==> src/wwd_cfg.svh <==
// Purpose: offsets, field positions, reset values and timing counts
// Assumes: 100 MHz system clock, 16-bit register port
// Notes:   included by the watchdog package and top module
`ifndef WWD_CFG_SVH
`define WWD_CFG_SVH

// register port geometry
`define WWD_ADDR_W        8
`define WWD_DATA_W        16

// register byte offsets
`define WWD_OFS_RESET_CONTROL_REG      8'h00
`define WWD_OFS_CFG       8'h04
`define WWD_OFS_STAT      8'h08
`define WWD_OFS_CNT       8'h0c

// reset_control_reg fields
`define WWD_RESET_CONTROL_REG_SWEN     5
`define WWD_RESET_CONTROL_REG_TO       4
`define WWD_RESET_CONTROL_REG_SLEEP    3
`define WWD_RESET_CONTROL_REG_IDLE     2

// watchdog_config_word fields
`define WWD_CFG_PS_LSB    0
`define WWD_CFG_PS_MSB    3
`define WWD_CFG_PSA       4
`define WWD_CFG_EN_LSB    5
`define WWD_CFG_EN_MSB    6
`define WWD_CFG_WINDOW_DISABLE_CFG    7
`define WWD_CFG_RST       16'h00d0

// enable_mode_cfg encodings
`define WWD_EN_ON         2'h3
`define WWD_EN_SW         2'h2
`define WWD_EN_OFF        2'h0

// prescaler terminal counts: divide by 32 or by 128
`define WWD_PRE32_LAST    7'h1f
`define WWD_PRE128_LAST   7'h7f
`define WWD_PRE32_SH      5'h05
`define WWD_PRE128_SH     5'h07

// low-power RC oscillator rate, emulated by a divider
`define WWD_CLK_HZ        100000000
`define WWD_LOW_POWER_RC_OSC_HZ       31000
`define WWD_LOW_POWER_RC_OSC_DIV      ((`WWD_CLK_HZ + `WWD_LOW_POWER_RC_OSC_HZ / 2) / `WWD_LOW_POWER_RC_OSC_HZ)

`endif

==> src/wwd_pkg.sv <==
// Purpose: shared types of the windowed watchdog
// Assumes: constants come from wwd_cfg.svh
// Notes:   no logic here
`include "wwd_cfg.svh"

package wwd_pkg;

    // power state of the core as seen by the watchdog
    typedef enum logic [1:0] {
        PM_RUN,
        PM_SLEEP,
        PM_IDLE
    } wwd_pmode_e;

    // one-cycle instruction strobes from the core
    typedef struct packed {
        logic clear;        // watchdog_clear_instr executed
        logic sleep;        // power_save_instr, sleep flavour
        logic idle;         // power_save_instr, idle flavour
        logic osc_sw_done;  // oscillator switch completed
        logic wake;         // other wake source while powered down
    } wwd_core_s;

    // register port request
    typedef struct packed {
        logic [`WWD_ADDR_W-1:0] addr;
        logic [`WWD_DATA_W-1:0] wdata;
        logic                   wr;
        logic                   rd;
    } wwd_bus_s;

endpackage : wwd_pkg

==> src/wwd_top.sv <==
// Purpose: windowed watchdog timer on an emulated low-power RC clock
// Assumes: core strobes and register port are on sys_clk_i
// Notes:   all slower rates are enable pulses from one divider
//
// Functional notes
// watchdog counts on RC oscillator, enable starts it
// prescaler divides by 32 or 128
// base period nominally 1 ms or 4 ms
// postscaler ratios 1:1 to 1:32768, sixteen settings
// device reset clears all counts
// oscillator switch completion restarts all counts
// entering sleep or idle clears counts
// leaving sleep or idle clears counts
// clear instruction restarts counts in normal running
// watchdog keeps counting in sleep and idle
// time-out in sleep or idle wakes, not resets
// software clears sleep and idle flags itself
// time-out flag sticky until software clears it
// window mode accepts clear only in final quarter
// early clear in window mode causes reset
// window mode when window disable bit is zero
// enable field: 11 on, 10 software, 00 off
// software enable bit starts and stops watchdog
// device reset clears software enable bit
// terminal count while running resets, sets flag
// window opens past three quarters, restarts close it
`include "wwd_cfg.svh"

module wwd_top (
    input  wire logic                   sys_clk_i,  // system clock
    input  wire logic                   nrst_i,     // async reset, low
    input  wire wwd_pkg::wwd_bus_s      bus_i,      // register request
    input  wire wwd_pkg::wwd_core_s     core_i,     // core strobes
    output logic [`WWD_DATA_W-1:0]      rd_data_o,  // read data, +1 cycle
    output logic                        low_power_rc_osc_en_o,  // RC osc enable
    output logic                        wdt_rst_o,  // device reset pulse
    output logic                        wake_o      // wake pulse
);

    // postscaler terminal count for a ratio of 2**ps
    function automatic logic [14:0] post_last_f(input logic [3:0] ps);
        post_last_f = 15'h7fff >> (4'hf - ps);
    endfunction

    // elapsed count at which the final quarter begins
    function automatic logic [22:0] win_thr_f(input logic [3:0] ps,
                                              input logic       psa);
        logic [4:0] sh;
        sh = 5'(ps) + (psa ? (`WWD_PRE128_SH - 5'h02)
                           : (`WWD_PRE32_SH - 5'h02));
        win_thr_f = 23'h000003 << sh;
    endfunction

    logic [`WWD_DATA_W-1:0] cfg_reg;
    logic                   swen_reg;
    logic                   to_flag_reg;
    logic                   sleep_flag_reg;
    logic                   idle_flag_reg;
    wwd_pkg::wwd_pmode_e    pmode_reg;
    logic [11:0]            div_reg;
    logic [6:0]             pre_reg;
    logic [14:0]            post_reg;

    logic [3:0]  ps_sel;
    logic        psa_sel;
    logic [1:0]  en_mode;
    logic        window_disable_cfg;
    logic        enabled;
    logic        low_power_rc_osc_tick;
    logic [6:0]  pre_last;
    logic        timeout;
    logic [21:0] elapsed;
    logic        window_open;
    logic        clr_ok;
    logic        early_clr;
    logic        enter_ps;
    logic        exit_ps;
    logic        wdt_fire;
    logic        restart;
    logic        reset_control_reg_wr;
    logic        cfg_wr;

    // configuration fields
    assign ps_sel  = cfg_reg[`WWD_CFG_PS_MSB:`WWD_CFG_PS_LSB];
    assign psa_sel = cfg_reg[`WWD_CFG_PSA];
    assign en_mode = cfg_reg[`WWD_CFG_EN_MSB:`WWD_CFG_EN_LSB];
    assign window_disable_cfg  = cfg_reg[`WWD_CFG_WINDOW_DISABLE_CFG];

    // code 01 is undefined and treated as off, the power-saving choice
    assign enabled = (en_mode == `WWD_EN_ON) ||
                     ((en_mode == `WWD_EN_SW) && swen_reg);

    // one tick per RC period, 31 kHz nominal: 32 ticks ~1 ms, 128 ~4 ms
    assign low_power_rc_osc_tick = enabled &&
                       (div_reg == 12'(`WWD_LOW_POWER_RC_OSC_DIV - 1));
    assign pre_last  = psa_sel ? `WWD_PRE128_LAST : `WWD_PRE32_LAST;
    assign timeout   = low_power_rc_osc_tick && (pre_reg == pre_last) &&
                       (post_reg == post_last_f(ps_sel));

    // elapsed RC ticks of the current period
    assign elapsed = psa_sel ? {post_reg, pre_reg}
                             : {2'h0, post_reg, pre_reg[4:0]};
    assign window_open = window_disable_cfg ||
                         ({1'b0, elapsed} >=
                          win_thr_f(ps_sel, psa_sel));

    // core events qualified by power state
    assign clr_ok    = core_i.clear && (pmode_reg == wwd_pkg::PM_RUN) &&
                       enabled;
    assign early_clr = clr_ok && !window_open;
    assign enter_ps  = (pmode_reg == wwd_pkg::PM_RUN) &&
                       (core_i.sleep || core_i.idle);
    assign exit_ps   = (pmode_reg != wwd_pkg::PM_RUN) &&
                       (core_i.wake || timeout);
    assign wdt_fire  = (pmode_reg == wwd_pkg::PM_RUN) &&
                       (timeout || early_clr);

    // a disabled watchdog sits at zero so re-enabling starts fresh;
    // a config write restarts too, so no count sits past a new terminal
    assign restart = core_i.osc_sw_done ||
                     enter_ps || exit_ps ||
                     clr_ok || wdt_fire ||
                     !enabled || cfg_wr;

    assign reset_control_reg_wr = bus_i.wr && (bus_i.addr == `WWD_OFS_RESET_CONTROL_REG);
    assign cfg_wr  = bus_i.wr && (bus_i.addr == `WWD_OFS_CFG);

    // configuration word, software writable here
    always_ff @(posedge sys_clk_i or negedge nrst_i)
    begin
        if (!nrst_i)
            cfg_reg <= `WWD_CFG_RST;
        else if (cfg_wr)
            cfg_reg <= {8'h00, bus_i.wdata[7:0]};
    end

    // software enable; a watchdog reset counts as a device reset
    always_ff @(posedge sys_clk_i or negedge nrst_i)
    begin
        if (!nrst_i)
            swen_reg <= 1'b0;
        else if (wdt_fire)
            swen_reg <= 1'b0;
        else if (reset_control_reg_wr)
            swen_reg <= bus_i.wdata[`WWD_RESET_CONTROL_REG_SWEN];
    end

    // sticky time-out flag: a set in the clearing cycle wins
    always_ff @(posedge sys_clk_i or negedge nrst_i)
    begin
        if (!nrst_i)
            to_flag_reg <= 1'b0;
        else if (timeout || early_clr)
            to_flag_reg <= 1'b1;
        else if (reset_control_reg_wr)
            to_flag_reg <= bus_i.wdata[`WWD_RESET_CONTROL_REG_TO];
    end

    // power-save flags, left set on wake for software to clear
    always_ff @(posedge sys_clk_i or negedge nrst_i)
    begin
        if (!nrst_i)
        begin
            sleep_flag_reg <= 1'b0;
            idle_flag_reg  <= 1'b0;
        end
        else
        begin
            if (enter_ps && core_i.sleep)
                sleep_flag_reg <= 1'b1;
            else if (reset_control_reg_wr)
                sleep_flag_reg <= bus_i.wdata[`WWD_RESET_CONTROL_REG_SLEEP];
            if (enter_ps && !core_i.sleep)
                idle_flag_reg <= 1'b1;
            else if (reset_control_reg_wr)
                idle_flag_reg <= bus_i.wdata[`WWD_RESET_CONTROL_REG_IDLE];
        end
    end

    // power state tracking; sleep wins if both strobes arrive
    always_ff @(posedge sys_clk_i or negedge nrst_i)
    begin
        if (!nrst_i)
            pmode_reg <= wwd_pkg::PM_RUN;
        else if (wdt_fire || exit_ps)
            pmode_reg <= wwd_pkg::PM_RUN;
        else if (enter_ps)
            pmode_reg <= core_i.sleep ? wwd_pkg::PM_SLEEP
                                      : wwd_pkg::PM_IDLE;
    end

    // divider, prescaler and postscaler; keep running in power-down
    always_ff @(posedge sys_clk_i or negedge nrst_i)
    begin
        if (!nrst_i)
        begin
            div_reg  <= 12'h000;
            pre_reg  <= 7'h00;
            post_reg <= 15'h0000;
        end
        else if (restart)
        begin
            div_reg  <= 12'h000;
            pre_reg  <= 7'h00;
            post_reg <= 15'h0000;
        end
        else if (low_power_rc_osc_tick)
        begin
            div_reg <= 12'h000;
            if (pre_reg == pre_last)
            begin
                pre_reg  <= 7'h00;
                post_reg <= post_reg + 15'h0001;
            end
            else
                pre_reg <= pre_reg + 7'h01;
        end
        else
            div_reg <= div_reg + 12'h001;
    end

    // event outputs, registered
    always_ff @(posedge sys_clk_i or negedge nrst_i)
    begin
        if (!nrst_i)
        begin
            wdt_rst_o <= 1'b0;
            wake_o    <= 1'b0;
            low_power_rc_osc_en_o <= 1'b0;
        end
        else
        begin
            wdt_rst_o <= wdt_fire;
            wake_o    <= timeout && (pmode_reg != wwd_pkg::PM_RUN);
            low_power_rc_osc_en_o <= enabled;
        end
    end

    // read port; unmapped addresses return zero
    always_ff @(posedge sys_clk_i or negedge nrst_i)
    begin
        if (!nrst_i)
            rd_data_o <= '0;
        else if (bus_i.rd)
        begin
            unique case (bus_i.addr)
                `WWD_OFS_RESET_CONTROL_REG: rd_data_o <= {10'h000, swen_reg,
                                             to_flag_reg, sleep_flag_reg,
                                             idle_flag_reg, 2'h0};
                `WWD_OFS_CFG:  rd_data_o <= cfg_reg;
                `WWD_OFS_STAT: rd_data_o <= {12'h000,
                                             pmode_reg == wwd_pkg::PM_IDLE,
                                             pmode_reg == wwd_pkg::PM_SLEEP,
                                             window_open, enabled};
                `WWD_OFS_CNT:  rd_data_o <= {1'b0, post_reg};
                default:       rd_data_o <= '0;
            endcase
        end
        else
            rd_data_o <= '0;
    end
endmodule // wwd_top

==> config.mk <==
export PLATFORM = sky130hd
export DESIGN_NAME = wwd_top
export DESIGN_NICKNAME = d
export VERILOG_FILES = /design/src/wwd_pkg.sv /design/src/wwd_top.sv
export VERILOG_INCLUDE_DIRS = /design/src /design/src/src
export SDC_FILE = /design/constraint.sdc
export NUM_CORES = 1
export LEC_CHECK = 0
export ABC_AREA = 1
export BUFFER_PORTS_ARGS = -buffer_cell sky130_fd_sc_hd__buf_2
export CORE_ASPECT_RATIO = 0.6
export CORE_MARGIN = 2
export CORE_UTILIZATION = 40
export DETAILED_ROUTE_END_ITERATION = 7
export GPL_ROUTABILITY_DRIVEN = 0
export MAX_ROUTING_LAYER = met4
export PLACE_DENSITY = 0.59
export SETUP_SLACK_MARGIN = 0.4
export SYNTH_ARGS = -nofsm -noshare
export SYNTH_HDL_FRONTEND = slang
export SYNTH_SLANG_ARGS = --single-unit
==> constraint.sdc <==
create_clock -name sys_clk_i -period 3.6 [get_ports sys_clk_i]
set_input_delay 0.18 -clock sys_clk_i [delete_from_list [all_inputs] [get_ports sys_clk_i]]
set_output_delay 0.18 -clock sys_clk_i [all_outputs]
set_load 0.02 [all_outputs]
Word level (Yosys, flattened, before mapping) --
Cells that the tools add are included.
Word-level totals: flip-flop bits (word level) 67, latch bits 0, RAM bits 0, ROM bits 0, input port bits 33, output and inout bits 19, logic and storage cells 96, memories kept 0
Operators by class: add/subtract/negate cells 5, multipliers 0, div/mod/pow operators 0, order comparisons 1, equal/unequal tests 10, shift operators 2, mux-type cells 24, bitwise logic cells 0, reduce and logical (&&, ||, !) cells 41
Operators by type and width (number):
- one-hot mux 15 bit (4 select lines) | 1
- 2-to-1 mux 15 bit | 3
- 2-to-1 mux 7 bit | 4
- 2-to-1 mux 12 bit | 2
- >= comparator 22 x 23 -> 1 bit | 1
- << shifter 2 x 5 -> 23 bit (first input constant) | 1
- 2-to-1 mux 22 bit | 1
- equality test 8 x 4 -> 1 bit (second input constant) | 2
- 2-to-1 mux 16 bit | 1
- nonzero test 2 bit | 8
- adder 15 x 1 -> 15 bit (second input constant) | 1
- equality test 15 bit | 1
- logical AND 1 bit | 15
- right shift 15 x 4 -> 15 bit (first input constant) | 1
- adder 12 x 1 -> 12 bit (second input constant) | 1
- equality test 12 bit (second input constant) | 1
- logical OR 1 bit | 12
- equality test 8 x 3 -> 1 bit (second input constant) | 1
- logical NOT 8 bit | 1
- 2-to-1 mux 1 bit | 8
- adder 7 x 1 -> 7 bit (second input constant) | 1
- equality test 7 bit | 1
- equality test 2 bit (second input constant) | 3
- 2-to-1 mux 2 bit | 3
- 7 further kinds | 9

Longest topological paths before layout --
word-level depth 15, depth in mapped cells 25, gate-level depth less buffers 24

Worst setup path before layout --
Ideal clock, no wire load.
kind reg2reg, start register cfg_reg[4], end register post_reg[8], arrival 3.305 ns, path slack 0.178 ns, stages on the path, launching flop included 23, clock period less this slack 3.422 ns, cells stage by stage dfstp_2 -> inv_1 -> ha_1 -> a21oi_1 -> or2_2 -> nand2_1 -> nor2_1 -> nand2_1 -> ha_1 -> nand2_1 -> nor2_1 -> nand2_1 -> nor2_1 -> nand3_1 -> nand2_1 -> a21oi_1 -> nand4_1 -> nand2_2 -> nand2_4 -> o2111ai_2 -> buf_4 -> nand2_1 -> nand2_1
Between the ends: word-level cells in the longest chain between the ends 14, elaborated cells between the ends (all ways) 25
Ends and longest elaborated chain:
- from (decl) | line wwd_top.sv:54 | logic [`WWD_DATA_W-1:0] cfg_reg;
- from (signal assigned) | line wwd_top.sv:132 | cfg_reg <= `WWD_CFG_RST;
- from (signal assigned) | line wwd_top.sv:134 | cfg_reg <= {8'h00, bus_i.wdata[7:0]};
- 2-to-1 mux 3 bit | line wwd_top.sv:49 | sh = 5'(ps) + (psa ? (`WWD_PRE128_SH - 5'h02)
- adder 4 x 3 -> 5 bit | line wwd_top.sv:49
- << shifter 2 x 5 -> 23 bit | line wwd_top.sv:51 | win_thr_f = 23'h000003 << sh;
- >= comparator 22 x 23 -> 1 bit | line wwd_top.sv:104 | ({1'b0, elapsed} >=
- logical OR 1 bit | line wwd_top.sv:103 | assign window_open = window_disable_cfg ||
- logical NOT 1 bit | line wwd_top.sv:110 | assign early_clr = clr_ok && !window_open;
- logical AND 1 bit | line wwd_top.sv:110
- logical OR 1 bit | line wwd_top.sv:116 | (timeout || early_clr);
- logical AND 1 bit | line wwd_top.sv:115 | assign wdt_fire = (pmode_reg == wwd_pkg::PM_RUN) &&
- logical OR 1 bit (2 in series) | line wwd_top.sv:122 | clr_ok || wdt_fire ||
- logical OR 1 bit | line wwd_top.sv:123 | !enabled || cfg_wr;
- nonzero test 2 bit (no source line)
- AND reduction 2 bit (no source line)
- to (signal assigned) | line wwd_top.sv:213 | post_reg <= post_reg + 15'h0001;
- to (decl) | line wwd_top.sv:62 | logic [14:0] post_reg;
Several ways; a longest one is shown, not always the timed one. A chain may end at the register's enable or synchronous reset.

Worst setup path in the final report --
start register cfg_reg[4], end register div_reg[2]
Between the ends: word-level cells in the longest chain between the ends 13, elaborated cells between the ends (all ways) 22
Ends and longest elaborated chain:
- 2-to-1 mux 3 bit | line wwd_top.sv:49
- adder 4 x 3 -> 5 bit | line wwd_top.sv:49
- << shifter 2 x 5 -> 23 bit | line wwd_top.sv:51
- >= comparator 22 x 23 -> 1 bit | line wwd_top.sv:104
- logical OR 1 bit | line wwd_top.sv:103
- logical NOT 1 bit | line wwd_top.sv:110
- logical AND 1 bit | line wwd_top.sv:110
- logical OR 1 bit | line wwd_top.sv:116
- logical AND 1 bit | line wwd_top.sv:115
- logical OR 1 bit * (2 in series) | line wwd_top.sv:122
- logical OR 1 bit * | line wwd_top.sv:123
- 2-to-1 mux 12 bit * | line wwd_top.sv:201 | else if (restart)
- to (signal assigned) | line wwd_top.sv:219 | div_reg <= div_reg + 12'h001;
- to (decl) | line wwd_top.sv:60 | logic [11:0] div_reg;
Every way passes the cells marked *; elsewhere a longest branch is shown, timed or not.

==> metrics.txt <==
# TYPE chip_impl_metric gauge
chip_impl_metric{name="port-buffer-count",unit=""} 42
chip_impl_info{name="status",value="complete, but fails checks"} 1
chip_impl_metric{name="route.detailed.drc",unit=""} 0
chip_impl_metric{name="dpl.hpwl",unit="um"} 10400
chip_impl_metric{name="slew_viol_final",unit=""} 0
chip_impl_metric{name="grt_pass1_wl",unit="um"} 22400
chip_impl_metric{name="htree_num_levels",unit=""} 3
chip_impl_metric{name="finalCriticalPeriod",unit="ns"} 3.75
chip_impl_metric{name="clk_pin_slew_worst_paths",unit="ns"} 0.06
chip_impl_info{name="critPathCapture",value="div_reg[2]"} 1
chip_impl_metric{name="clock_sink_count",unit=""} 66
chip_impl_metric{name="power.density",unit="nW/um^2"} 394
chip_impl_metric{name="grt_max_degree",unit=""} 44
chip_impl_info{name="critical_path.endpoint_type",value="register"} 1
chip_impl_info{name="worst-setup-path-type",value="register to register"} 1
chip_impl_metric{name="flow.area_growth_from_synthesis",unit="%"} 33.2
chip_impl_metric{name="dr.pass1.iters",unit=""} 5
chip_impl_metric{name="tightest_slew",unit="ns"} 1.02
chip_impl_metric{name="worst-path-stages",unit=""} 19
chip_impl_metric{name="netlist-cell-type-count",unit=""} 48
chip_impl_metric{name="insertedDiodeCount",unit=""} 0
chip_impl_metric{name="instances_no_fill",unit=""} 893
chip_impl_metric{name="row_count",unit=""} 30
chip_impl_info{name="critical-path-slowest-cell",value="sky130_fd_sc_hd__dfstp_2"} 1
chip_impl_info{name="critPathLaunch",value="cfg_reg[4]"} 1
chip_impl_metric{name="cp.buffers_inverters",unit=""} 3
chip_impl_metric{name="route.vias.total",unit=""} 4734
chip_impl_metric{name="detailroute.wirelength.met2",unit="um"} 6250
chip_impl_metric{name="ioPinCount",unit=""} 52
chip_impl_metric{name="place_inst",unit=""} 856
chip_impl_metric{name="antenna_found_initial",unit=""} 0
chip_impl_info{name="violations",value="negative setup slack"} 1
chip_impl_metric{name="die_x",unit="um"} 143
chip_impl_info{name="postSynth.topFlopCell",value="sky130_fd_sc_hd__dfrtp_1"} 1
chip_impl_metric{name="finClkSkew",unit="ns"} 0.00878
chip_impl_metric{name="drt-vias-per-instance",unit=""} 5.30
chip_impl_metric{name="max_freq",unit="GHz"} 0.267
chip_impl_metric{name="maxSlewHeadroom",unit="%"} 31.9
chip_impl_metric{name="synth.yosys.warnings",unit=""} 0
chip_impl_metric{name="die_area",unit="sq um"} 12500
chip_impl_info{name="cts_tree",value="yes"} 1
chip_impl_metric{name="min_period_over_period",unit="%"} 104
chip_impl_metric{name="hold-worst-slack",unit="ns"} 0.0232
chip_impl_info{name="clock_tree_root_buffer_cell",value="sky130_fd_sc_hd__clkbuf_16"} 1
chip_impl_metric{name="cap_violations",unit=""} 0
chip_impl_metric{name="postLayoutSetupSlackWorst",unit="ns"} -0.150
chip_impl_metric{name="cts_inserted_buffers",unit=""} 9
chip_impl_info{name="worstSetupStartpointType",value="register"} 1
chip_impl_metric{name="ys_ff_latch",unit=""} 66
chip_impl_metric{name="synth_cells",unit=""} 648
chip_impl_metric{name="final-setup-viol-count",unit=""} 31
chip_impl_metric{name="ir_worst_vdd",unit="uV"} 214
chip_impl_info{name="worstReg2RegStart",value="cfg_reg[4]"} 1
chip_impl_metric{name="synth_edf_count",unit=""} 0
chip_impl_metric{name="wirelength",unit="um"} 15000
chip_impl_metric{name="dr_wl_met3",unit="um"} 1180
chip_impl_metric{name="synth_seq_area_share",unit="%"} 35.6
chip_impl_info{name="rsz0062_at_grt",value="true"} 1
chip_impl_metric{name="cell_area_synth",unit="sq um"} 4650
chip_impl_metric{name="worst-endpoint-required",unit="ns"} 3.87
chip_impl_metric{name="gr-total-overflow",unit=""} 0
chip_impl_metric{name="first_iter_violations",unit=""} 504
chip_impl_info{name="timing.critical_path.max_delay_family",value="simple AND/OR/NAND/NOR gates"} 1
chip_impl_metric{name="fraction_of_layout_cells_with_a_size_suffix_above_1",unit="%"} 28.0
chip_impl_metric{name="r2r.worst_path.cells",unit=""} 19
chip_impl_metric{name="wl_per_cell",unit="um"} 16.8
chip_impl_metric{name="start_util",unit="%"} 41.1
chip_impl_info{name="routed.top_layer",value="met4"} 1
chip_impl_metric{name="synthesis.nets",unit=""} 712
chip_impl_metric{name="timing.critical_path.fanout_max",unit=""} 7
chip_impl_metric{name="detail-route-antenna-nets",unit=""} 0
chip_impl_info{name="final_cell_mix",value="sky130_fd_sc_hd__nand2_1, sky130_fd_sc_hd__inv_1, sky130_fd_sc_hd__dfrtp_1"} 1
chip_impl_info{name="hp-class",value="input pin to async pin"} 1
chip_impl_metric{name="gr-usage-all-layers",unit="%"} 24.6
chip_impl_metric{name="postCtsHoldBufs",unit=""} 0
chip_impl_metric{name="p_leak",unit="uW"} 0.00282
chip_impl_metric{name="first_global_vias",unit=""} 4157
chip_impl_info{name="worstPathCellList",value="inv_4 > ha_4 > a21oi_4 > or2_4 > a21oi_4 > nand2_1 > ha_4 > nand4_1 > nor2_2 > nand3_2 > nand2_2 > a21oi_2 > nand4_1 > nand2_2 > nand2_8 > buf_12 > nand4_4 > buf_6 > nor3b_2"} 1
chip_impl_info{name="mostFrequentLayoutCell",value="sky130_fd_sc_hd__nand2_1"} 1
chip_impl_metric{name="wl_met1",unit="um"} 7360
chip_impl_metric{name="die-height",unit="um"} 87.6
chip_impl_metric{name="core",unit="sq um"} 11300
chip_impl_metric{name="synth.avg_cell_area",unit="sq um"} 7.18
chip_impl_info{name="reg2reg_to",value="div_reg[2]"} 1
chip_impl_metric{name="reg2reg_setup_slack",unit="ns"} -0.15
chip_impl_metric{name="cp_data_arrival_time",unit="ns"} 4.02
chip_impl_metric{name="finalHoldViolCount",unit=""} 0
chip_impl_metric{name="finalNetCount",unit=""} 792
chip_impl_metric{name="post_synthesis_async_set_or_reset_flop_share",unit="%"} 100
chip_impl_metric{name="setup_total_negative_slack",unit="ns"} -2.70
chip_impl_metric{name="ctsLongestPathBuffers",unit=""} 2
chip_impl_metric{name="insertion_delay",unit="ns"} 0.34
chip_impl_metric{name="max_stage_delay",unit="ns"} 0.58
cell usage after synthesis, drive strengths merged (5+ instances only):
library cell	number	area, sq um
nand3	26	140
inv	79	297
nor3	10	55.1
nor4	6	58.8
a21oi	19	95.1
o21ai	47	235
nand2	196	756
nand4	10	83.8
xor2	23	201
ha	30	375
nor2	94	378
buf	6	52.6
dfrtp	63	1580
clkbuf	5	20.0
stage by stage:
stage               total power [uW]  setup WS, ns  instance area [sq um]  utilization (%)
floorplan                       1090         0.425                   4690                -
global placement                1200       -0.0292                   5170             45.6
detailed placement              1210        -0.118                   5170             45.6
CTS                             2330         0.118                   5800             51.1
global route                    2530        -0.238                   6200             54.7
finish                          2440        -0.150                   6200             54.7
layout make-up:
class	count	area, sq um
Clock buffer	9	225
Tap cell	160	200
Multi-Input combinational cell	494	3140
Sequential cell	66	1660
Inverter	79	304
Clock inverter	7	126
Timing Repair Buffer	78	551
Fill cell	1041	5140
metal layers:
| layer | track usage (%) | vias up |
|---|---|---|
| met3 | 6.01 | 28 |
| met4 | 6.68 | 0 |
| met5 | - | - |
| met2 | 32.9 | 175 |
| met1 | 36.6 | 2276 |
| li1 | - | 2255 |
worst min-delay path by stage:
stage             start     endpoint  slack [ns]  cells after the start
6_report         nrst_i  post_reg[5]        0.02                      1
5_1_grt        bus_i[8]   cfg_reg[6]        0.05                      3
4_1_cts        bus_i[8]   cfg_reg[6]        0.03                      3
3_5_place_dp   bus_i[8]   cfg_reg[6]        0.39                      3
3_3_place_gp   bus_i[8]   cfg_reg[6]        0.38                      3
2_1_floorplan    nrst_i   cfg_reg[0]       -0.12                      0
report_power, final:
group / internal, uW / switching, uW / total [uW]
sequential: 763 / 20.5 / 784
combinational: 214 / 396 / 610
clock: 684 / 363 / 1050
logic make-up after synthesis:
logic type,count (synthesis),share of synthesized area (%)
adders and majority gates,31,8.49
other,1,0.0806
xor gates and xnor gates,26,4.89
and+or+nand+nor,348,32.5
buffers and inverters,90,7.93
DFF,66,35.6
AOI/OAI and AO/OA,86,10.5
timing repair:
| item | in CTS | in global routing |
|---|---|---|
| pin swaps | 8 | 33 |
| cloned | 2 | 1 |
| endpoints found under the setup margin | 39 | 40 |
| setup buffers | 11 | 7 |
| resized for setup | 34 | 76 |
| hold endpoints to repair | 0 | 0 |
Note: power is estimated with default switching activity, not from simulation.
